### src/hdl/cptm_pkg.sv
// Summary of operation
// - Send periodically, period 0..65000 ms; zero disables sending and is the default.
// - Three-bit priority 0..7 in identifier bits, default six.
// - Group number limited to 0xFF00..0xFFFF broadcast proprietary range.
// - Destination address default 255, used only for destination-specific formats.
// - Four independent signals, each from a selectable category and instance.
// - Starting byte 0..7 per signal, default first byte.
// - Starting bit 0..7 within that byte, default zero; signals may share bytes.
// - Field width chosen from a fixed size list, default sixteen bits.
// - Offset limited to plus or minus ten thousand; resolution per bit.
// - Minimum and maximum bound the sent value; minimum defaults to zero.
// - Selectable signal type, default type 2 continuous numeric data.
package cptm_pkg;
  // ****************************************
  // Sizes and timing
  // ****************************************
  localparam int NSIG = 4;
  localparam int NCAT = 8;
  localparam int NINST = 4;
  localparam int FIFO_DEPTH = 4;
  localparam int CLK_PERIOD_NS = 10;
  localparam int TICK_NS = 1000000;
  localparam int TICK_CYCLES = TICK_NS / CLK_PERIOD_NS;
  localparam logic [5:0] DIV_LAST = 6'h20;
  // ****************************************
  // Field values and defaults
  // ****************************************
  localparam logic [15:0] PERIOD_MAX = 16'hFDE8;
  localparam logic [15:0] PERIOD_DFLT = 16'h0000;
  localparam logic [2:0] PRIO_DFLT = 3'h6;
  localparam logic [7:0] PGN_PAGE = 8'hFF;
  localparam logic [7:0] PDU2_MIN = 8'hF0;
  localparam logic [7:0] GE_DFLT = 8'h00;
  localparam logic [7:0] DA_DFLT = 8'hFF;
  localparam logic [7:0] SA_DFLT = 8'h80;
  localparam logic [1:0] TYPE_OFF = 2'h0;
  localparam logic [1:0] TYPE_CONT = 2'h2;
  localparam logic [2:0] SIZE_DFLT = 3'h5;
  localparam logic signed [31:0] OFFS_LIM = 32'h0098_9680;
  localparam logic signed [31:0] RES_DFLT = 32'h0000_03E8;
  localparam logic signed [31:0] MAX_DFLT = 32'h7FFF_FFFF;
  localparam logic [63:0] PAYLOAD_FILL = 64'hFFFF_FFFF_FFFF_FFFF;
  // ****************************************
  // Types
  // ****************************************
  typedef logic [NCAT-1:0][NINST-1:0][31:0] cptm_src_t;
  typedef struct packed {
    logic [2:0] cat;
    logic [1:0] inst;
    logic [1:0] sigType;
    logic [2:0] bytePos;
    logic [2:0] bitPos;
    logic [2:0] sizeCode;
    logic signed [31:0] resolution;
    logic signed [31:0] offset;
    logic signed [31:0] minVal;
    logic signed [31:0] maxVal;
  } cptm_sig_t;
  typedef struct packed {
    logic [15:0] period;
    logic [2:0] prio;
    logic [7:0] pgnLow;
    logic [7:0] destAddr;
    logic [7:0] srcAddr;
    cptm_sig_t [NSIG-1:0] sig;
  } cptm_cfg_t;
  typedef struct packed {
    logic [28:0] id;
    logic [63:0] data;
  } cptm_frame_t;
  typedef enum logic [2:0] {ST_IDLE, ST_LOAD, ST_DIV, ST_PACK, ST_PUSH} cptm_state_t;
  localparam cptm_sig_t SIG_DFLT = '{cat: 3'h0, inst: 2'h0, sigType: TYPE_CONT, bytePos: 3'h0,
    bitPos: 3'h0, sizeCode: SIZE_DFLT, resolution: RES_DFLT, offset: 32'h0, minVal: 32'h0, maxVal: MAX_DFLT};
  localparam cptm_cfg_t CFG_DFLT = '{period: PERIOD_DFLT, prio: PRIO_DFLT, pgnLow: GE_DFLT,
    destAddr: DA_DFLT, srcAddr: SA_DFLT, sig: {NSIG{SIG_DFLT}}};
  // Field mask for each size code
  function automatic logic [31:0] sizeMask(input logic [2:0] code);
    case (code)
      3'h0: sizeMask = 32'h0000_0001;
      3'h1: sizeMask = 32'h0000_0003;
      3'h2: sizeMask = 32'h0000_000F;
      3'h3: sizeMask = 32'h0000_00FF;
      3'h4: sizeMask = 32'h0000_0FFF;
      3'h5: sizeMask = 32'h0000_FFFF;
      3'h6: sizeMask = 32'h00FF_FFFF;
      default: sizeMask = 32'hFFFF_FFFF;
    endcase
  endfunction
endpackage

### src/hdl/cptm_packer.sv
`timescale 1ns/10ps
`default_nettype none
// ****************************************
// Frame FIFO
// ****************************************
module cptm_fifo
  import cptm_pkg::*;
#(
  parameter int WIDTH = 93,
  parameter int DEPTH = FIFO_DEPTH
)(
  input wire logic clk,
  input wire logic rst,
  input wire logic inValid,
  output logic inReady,
  input wire logic [WIDTH-1:0] inData,
  output logic outValid,
  input wire logic outReady,
  output logic [WIDTH-1:0] outData
);
  localparam int AW = $clog2(DEPTH);
  logic [DEPTH-1:0][WIDTH-1:0] mem_r;
  logic [AW-1:0] wrPtr_r;
  logic [AW-1:0] rdPtr_r;
  logic [AW:0] count_r;
  logic doWrite;
  logic doRead;
  assign inReady = (count_r != (AW+1)'(DEPTH));
  assign outValid = (count_r != '0);
  assign outData = mem_r[rdPtr_r];
  assign doWrite = inValid && inReady;
  assign doRead = outValid && outReady;
  always_ff @(posedge clk or posedge rst)
  begin
    if (rst)
    begin
      wrPtr_r <= '0;
      rdPtr_r <= '0;
      count_r <= '0;
    end
    else
    begin
      if (doWrite)
        wrPtr_r <= (wrPtr_r == AW'(DEPTH-1)) ? '0 : wrPtr_r + 1'b1;
      if (doRead)
        rdPtr_r <= (rdPtr_r == AW'(DEPTH-1)) ? '0 : rdPtr_r + 1'b1;
      count_r <= count_r + (AW+1)'(doWrite) - (AW+1)'(doRead);
    end
  end
  always_ff @(posedge clk)
  begin
    if (doWrite)
      mem_r[wrPtr_r] <= inData;
  end
endmodule // cptm_fifo

// ****************************************
// Periodic message packer
// ****************************************
module cptm_packer
  import cptm_pkg::*;
#(
  parameter int TICK_DIV = TICK_CYCLES
)(
  input wire logic clk,
  input wire logic rst,
  input wire logic cfgWrite,
  input wire cptm_cfg_t cfgIn,
  input wire cptm_src_t srcValues,
  output cptm_frame_t txFrame,
  output logic txValid,
  input wire logic txReady,
  output logic busy
);
  localparam int TW = $clog2(TICK_DIV);
  cptm_cfg_t cfg_r;
  cptm_cfg_t cfgSat;
  logic [TW-1:0] tickCnt_r;
  logic tick_r;
  logic [15:0] msCnt_r;
  logic trig;
  logic pend_r;
  cptm_state_t state_r;
  logic [1:0] sigIdx_r;
  logic [63:0] payload_r;
  logic [32:0] quo_r;
  logic [32:0] rem_r;
  logic [31:0] den_r;
  logic neg_r;
  logic [5:0] step_r;
  cptm_frame_t txFrame_r;
  logic txValid_r;
  logic busy_r;
  // ****************************************
  // Configuration capture
  // ****************************************
  always_comb
  begin
    cfgSat = cfgIn;
    if (cfgIn.period > PERIOD_MAX)
      cfgSat.period = PERIOD_MAX;
  end
  always_ff @(posedge clk or posedge rst)
  begin
    if (rst)
      cfg_r <= CFG_DFLT;
    else if (cfgWrite)
      cfg_r <= cfgSat;
  end
  // ****************************************
  // Millisecond tick and period timer
  // ****************************************
  logic tickEnd;
  logic periodEnd;
  assign tickEnd = (tickCnt_r == TW'(TICK_DIV-1));
  assign periodEnd = ((msCnt_r + 16'h1) >= cfg_r.period);
  assign trig = tick_r && (cfg_r.period != PERIOD_DFLT) && periodEnd;
  always_ff @(posedge clk or posedge rst)
  begin
    if (rst)
    begin
      tickCnt_r <= '0;
      tick_r <= 1'b0;
      msCnt_r <= '0;
    end
    else
    begin
      tickCnt_r <= tickEnd ? '0 : tickCnt_r + 1'b1;
      tick_r <= tickEnd;
      if (cfgWrite || cfg_r.period == PERIOD_DFLT)
        msCnt_r <= '0;
      else if (tick_r)
        msCnt_r <= periodEnd ? '0 : msCnt_r + 16'h1;
    end
  end
  // ****************************************
  // Signal conversion
  // ****************************************
  cptm_sig_t curSig;
  logic signed [31:0] srcVal;
  logic signed [31:0] clamped;
  logic signed [31:0] offLim;
  logic signed [32:0] diff;
  logic [32:0] absDiff;
  logic [31:0] absRes;
  logic [32:0] remSh;
  logic remGe;
  logic [32:0] sres;
  logic [31:0] field;
  logic [31:0] fieldMask;
  logic [5:0] pos;
  logic [63:0] mask64;
  logic [63:0] payloadNxt;
  logic lastSig;
  assign curSig = cfg_r.sig[sigIdx_r];
  assign srcVal = $signed(srcValues[curSig.cat][curSig.inst]);
  assign clamped = ($signed(srcVal) > $signed(curSig.maxVal)) ? curSig.maxVal :
    ($signed(srcVal) < $signed(curSig.minVal)) ? curSig.minVal : srcVal;
  assign offLim = ($signed(curSig.offset) > OFFS_LIM) ? OFFS_LIM :
    ($signed(curSig.offset) < -OFFS_LIM) ? -OFFS_LIM : curSig.offset;
  assign diff = {clamped[31], clamped} - {offLim[31], offLim};
  assign absDiff = diff[32] ? 33'(-diff) : diff;
  assign absRes = curSig.resolution[31] ? 32'(-curSig.resolution) : curSig.resolution;
  assign remSh = {rem_r[31:0], quo_r[32]};
  assign remGe = (remSh >= {1'b0, den_r});
  assign sres = neg_r ? 33'(-quo_r) : quo_r;
  assign fieldMask = sizeMask(curSig.sizeCode);
  assign field = sres[31:0] & fieldMask;
  assign pos = {curSig.bytePos, curSig.bitPos};
  assign mask64 = {32'h0, fieldMask} << pos;
  assign payloadNxt = (payload_r & ~mask64) | ({32'h0, field} << pos);
  assign lastSig = (sigIdx_r == 2'(NSIG-1));
  // ****************************************
  // Identifier
  // ****************************************
  logic [7:0] pduSpec;
  cptm_frame_t frameNxt;
  assign pduSpec = (PGN_PAGE < PDU2_MIN) ? cfg_r.destAddr : cfg_r.pgnLow;
  assign frameNxt = '{id: {cfg_r.prio, 2'b00, PGN_PAGE, pduSpec, cfg_r.srcAddr}, data: payload_r};
  // ****************************************
  // Sequencer
  // ****************************************
  logic fifoInReady;
  logic fifoOutValid;
  cptm_frame_t fifoOut;
  logic fifoOutReady;
  logic pushReq;
  assign pushReq = (state_r == ST_PUSH);
  always_ff @(posedge clk or posedge rst)
  begin
    if (rst)
      pend_r <= 1'b0;
    else
      pend_r <= trig || (pend_r && state_r != ST_IDLE);
  end
  always_ff @(posedge clk or posedge rst)
  begin
    if (rst)
    begin
      state_r <= ST_IDLE;
      sigIdx_r <= '0;
      payload_r <= PAYLOAD_FILL;
      quo_r <= '0;
      rem_r <= '0;
      den_r <= '0;
      neg_r <= 1'b0;
      step_r <= '0;
    end
    else
    begin
      case (state_r)
        ST_IDLE:
          if (pend_r)
          begin
            sigIdx_r <= '0;
            payload_r <= PAYLOAD_FILL;
            state_r <= ST_LOAD;
          end
        ST_LOAD:
          if (curSig.sigType == TYPE_OFF)
          begin
            sigIdx_r <= sigIdx_r + 2'h1;
            state_r <= lastSig ? ST_PUSH : ST_LOAD;
          end
          else
          begin
            quo_r <= absDiff;
            rem_r <= '0;
            den_r <= absRes;
            neg_r <= diff[32] ^ curSig.resolution[31];
            step_r <= '0;
            state_r <= ST_DIV;
          end
        ST_DIV:
        begin
          rem_r <= remGe ? 33'(remSh - {1'b0, den_r}) : remSh;
          quo_r <= {quo_r[31:0], remGe};
          step_r <= step_r + 6'h1;
          if (step_r == DIV_LAST)
            state_r <= ST_PACK;
        end
        ST_PACK:
        begin
          payload_r <= payloadNxt;
          sigIdx_r <= sigIdx_r + 2'h1;
          state_r <= lastSig ? ST_PUSH : ST_LOAD;
        end
        ST_PUSH:
          if (fifoInReady)
            state_r <= ST_IDLE;
        default:
          state_r <= ST_IDLE;
      endcase
    end
  end
  // ****************************************
  // Buffer and output stage
  // ****************************************
  cptm_fifo #(.WIDTH($bits(cptm_frame_t)), .DEPTH(FIFO_DEPTH)) u_cptm_fifo (
    .clk(clk),
    .rst(rst),
    .inValid(pushReq),
    .inReady(fifoInReady),
    .inData(frameNxt),
    .outValid(fifoOutValid),
    .outReady(fifoOutReady),
    .outData(fifoOut)
  );
  assign fifoOutReady = !txValid_r || txReady;
  always_ff @(posedge clk or posedge rst)
  begin
    if (rst)
    begin
      txValid_r <= 1'b0;
      txFrame_r <= '0;
      busy_r <= 1'b0;
    end
    else
    begin
      if (fifoOutReady)
        txValid_r <= fifoOutValid;
      if (fifoOutReady && fifoOutValid)
        txFrame_r <= fifoOut;
      busy_r <= (state_r != ST_IDLE) || pend_r;
    end
  end
  assign txFrame = txFrame_r;
  assign txValid = txValid_r;
  assign busy = busy_r;
endmodule // cptm_packer
`default_nettype wire

### config.mk
export PLATFORM = sky130hd
export DESIGN_NAME = cptm_packer
export DESIGN_NICKNAME = d
export VERILOG_FILES = /design/src/hdl/cptm_pkg.sv /design/src/hdl/cptm_packer.sv
export SDC_FILE = /design/constraint.sdc
export NUM_CORES = 2
export LEC_CHECK = 0
export BUFFER_PORTS_ARGS = -buffer_cell sky130_fd_sc_hd__buf_2
export CAP_MARGIN = 20
export CELL_PAD_IN_SITES_DETAIL_PLACEMENT = 0
export CELL_PAD_IN_SITES_GLOBAL_PLACEMENT = 2
export CORE_AREA = 10 10 669 671
export DETAILED_ROUTE_END_ITERATION = 16
export DIE_AREA = 0 0 679 681
export PLACE_DENSITY_LB_ADDON = 0.1
export SYNTH_ARGS = -nofsm -noshare
export SYNTH_HDL_FRONTEND = slang
export SYNTH_SLANG_ARGS = --single-unit
### constraint.sdc
create_clock -name clk -period 31.8 [get_ports clk]
set_input_delay 7.95 -clock clk [delete_from_list [all_inputs] [get_ports clk]]
set_output_delay 7.95 -clock clk [all_outputs]
set_load 0.02 [all_outputs]
==> impl_metrics.tcl <==
set metrics [dict create \
    globalRouteMet3Util_pct 8.53 \
    fin_ws_ps 15070 \
    final.setup.tns_ps 0 \
    cts_buffers 167 \
    p_total_mw 5.21 \
    io_pins 1742 \
    hold_path.class "flip-flop to flip-flop" \
    synth.distinct_cells 93 \
    outcome "complete, no violations" \
    synth_top_flop_cell "dfrtp_1" \
    crit_slowest_cell "nand2_1" \
    grt_overflow 0 \
    min_period_over_period_pct 52.6 \
    critPathBufInv 4 \
    synthAdderAreaFrac_pct 2.88 \
    worstRegToRegCells 31 \
    holdPathStages 1 \
    setup_violations 0 \
    cts-htree-levels 4 \
    cts_tree "done" \
    cp_top_family "simple AND/OR/NAND/NOR gates" \
    rsz0062_at_grt "no" \
    drt-total-wl_um 559000 \
    async_reset_ff_share_pct 73.3 \
    die-height_um 681 \
    clock.fmax_ghz 0.0598 \
    cp_data_required_time_ps 32530 \
    synth_seq_cells 1244 \
    portBuffers 1731 \
    antenna_found_initial 692 \
    irDropWorstVdd_mv 0.0364 \
    drt-pass1-iter-count 7 \
    drt_iter0_drc 5364 \
    dp_cells 13000 \
    initial_utilization_pct 16.6 \
    finClkSkew_ps 61.0 \
    relSlewSlack_pct 30.2 \
    grt_start_max_net_pins 140 \
    finalHoldViolations 0 \
    final_nets 9293 \
    clk_latency_ps 900 \
    fp-row-count 242 \
    core_area_um2 434000 \
    drive_above_1_share_pct 47.0 \
    power_density_nw_per_um2 55.5 \
    r2r_start "sigIdx_r[1]" \
    cp-end-kind "flip-flop" \
    critPathLaunchType "input pin" \
    hold_end "tickCnt_r[4]" \
    post-cts-setup-buffer-count 0 \
    wl_per_cell_um 40.8 \
    dp_hpwl_um 475000 \
    final_cells 13700 \
    crit_arrival_ps 17460 \
    synth_xor_area_share_pct 1.89 \
    cts-root-buf "clkbuf_16" \
    yosys.area_share.simple_pct 8.05 \
    seq_area_frac_synth_pct 45.8 \
    synthCells 5876 \
    clock_sinks 1244 \
    synth_compound_area_share_pct 10.2 \
    vias_per_cell 4.57 \
    tightest_slew_ps 1020 \
    synth_top_family_by_area "multiplexers" \
    pre_cts_ws_ps 14080 \
    cp_max_fo 32 \
    die_w_um 679 \
    synth_edf_count 332 \
    num_vias 62700 \
    post-route-min-period_ps 16730 \
    crit_top_cell "nor3_1" \
    grt_pass1_wl_um 704000 \
    grt_pass1_vias 62100 \
    die-area_um2 462000 \
    drc_errors 0 \
    syn_avg_cell_area_um2 12.3 \
    hold_buffers 0 \
    yosysWarnings 0 \
    use_met1_pct 29.7 \
    path_depth 29 \
    rr_endpoint "quo_r[28]" \
    rrSetupSlack_ps 19530 \
    drv_slew 0 \
    cap_viol_max_count 0 \
    drtAntennaViolNets 0 \
    busiest_layer "met2" \
    p_leak_nw 36.8 \
    cts.path.max_buffers 4 \
    syn_area_um2 72200 \
    post_cts_resized 0 \
    path_clk_slew_ps 60 \
    gp_congestion 0.990 \
    synthMuxAreaShare_pct 28.1 \
    slowest_delay_ps 590 \
    grt_use_total_pct 23.3 \
    met2_usage_pct 37.7 \
    worstSetupPathType "input pin to flip-flop" \
    syn_to_final_growth_pct 30.1 \
    min_from "tickCnt_r[4]" \
]
where the power goes:
group / internal (mW) / total, mW / switching (mW)
combinational: 0.534 / 1.49 / 0.957
sequential: 1.73 / 1.78 / 0.0435
clock: 1.13 / 1.94 / 0.814
total: 3.40 / 5.21 / 1.81
how the worst max path moves through the flow:
stage                end           start  slack (ps)
2_1_floorplan       busy             rst       11490
3_3_place_gp   quo_r[28]  srcValues[552]       13960
3_5_place_dp   quo_r[28]  srcValues[552]       14080
4_1_cts        quo_r[28]  srcValues[552]       15050
5_1_grt        quo_r[28]  srcValues[497]       14370
6_report       quo_r[28]  srcValues[925]       15070
cell families after synthesis:
group / Yosys count
compound gates: 1134
simple gates: 1246
flops: 1244
mux: 1373
other cells: 1
fa+ha+maj: 165
buf+inv: 557
xor+xnor: 156
per-stage QoR:
stage / util (%) / hold slack [ps] / instance area (um2)
5_1_grt: 21.5 / 502 / 93400
3_3_place_gp: 20.2 / 466 / 87500
6_report: 21.7 / 480 / 93900
3_5_place_dp: 20.2 / 469 / 87500
4_1_cts: 21.4 / 481 / 93000
2_1_floorplan: - / 446 / 72200
routing by layer:
metal	up-vias	wire length [um]
met1	32000	237000
met3	1235	50800
met4	334	14100
met2	2860	255000
met5	-	2180
li1	26300	-
state kept, by name, indices dropped and copies added, names as in the netlist, 3 cells and up:
| signal | flops |
|---|---|
| state_r | 3 |
| den_r | 32 |
| txFrame | 84 |
| cfg_r | 603 |
| rem_r | 32 |
| quo_r | 33 |
| u_cptm_fifo.mem_r | 332 |
| tickCnt_r | 17 |
| pduSpec | 8 |
| step_r | 6 |
| msCnt_r | 16 |
| u_cptm_fifo.count_r | 3 |
| payload_r | 64 |
final cells by class:
class | instances | area [um2]
diodes | 364 | 911
clock buffers | 241 | 4800
clock inverters | 65 | 696
fillers | 47200 | 340000
inverters | 144 | 544
multi-input cells | 4076 | 37000
flip-flops and latches | 1244 | 33100
well taps | 5734 | 7170
repair buffers | 1851 | 9670
placed cells by master, fill, tap and decap left out, types with 15 or more instances in the layout:
cell type / count
buf_4: 109
diode_2: 364
a21o_1: 54
o211ai_1: 28
mux2_2: 729
clkbuf_8: 28
a31oi_1: 65
clkbuf_1: 43
nand2_1: 509
a32oi_1: 48
o21ai_0: 349
dfstp_2: 227
nor2_1: 243
o41ai_1: 16
nor3_1: 64
clkbuf_16: 170
edfxtp_1: 332
nand4_1: 41
clkinv_2: 27
nand3_1: 141
mux4_2: 444
o22a_1: 21
and3_1: 55
nand2b_1: 19
inv_1: 143
o22ai_1: 41
ha_1: 159
xor2_1: 71
or3_1: 25
nor2b_1: 24
xnor2_1: 85
dfrtp_1: 681
o21a_1: 26
buf_2: 1731
mux2i_1: 195
a21oi_1: 210
o221ai_1: 15
nor4_1: 22
o31ai_1: 32
a22oi_1: 50
synthesized netlist by cell type, drive strengths merged, types with 21 or more instances:
cell type | instances | area [um2]
buf | 122 | 612
mux4 | 448 | 10100
clkbuf | 291 | 1090
a32oi | 49 | 429
o211ai | 28 | 210
o22a | 21 | 184
mux2i | 196 | 1960
nor3 | 65 | 330
a21o | 54 | 405
xnor2 | 85 | 744
edfxtp | 332 | 9970
nor2b | 25 | 156
xor2 | 71 | 622
nand3 | 141 | 706
o21a | 27 | 203
dfstp | 227 | 5960
mux2 | 729 | 8210
ha | 159 | 1990
and3 | 55 | 344
nand2 | 512 | 1920
a22oi | 50 | 375
o22ai | 41 | 257
o31ai | 33 | 253
a31oi | 65 | 407
nor2 | 248 | 931
inv | 144 | 541
o21ai | 356 | 1780
or3 | 27 | 179
nand4 | 41 | 257
a21oi | 211 | 1060
nor4 | 27 | 226
dfrtp | 685 | 17100
(Power assumes the default switching activity.)
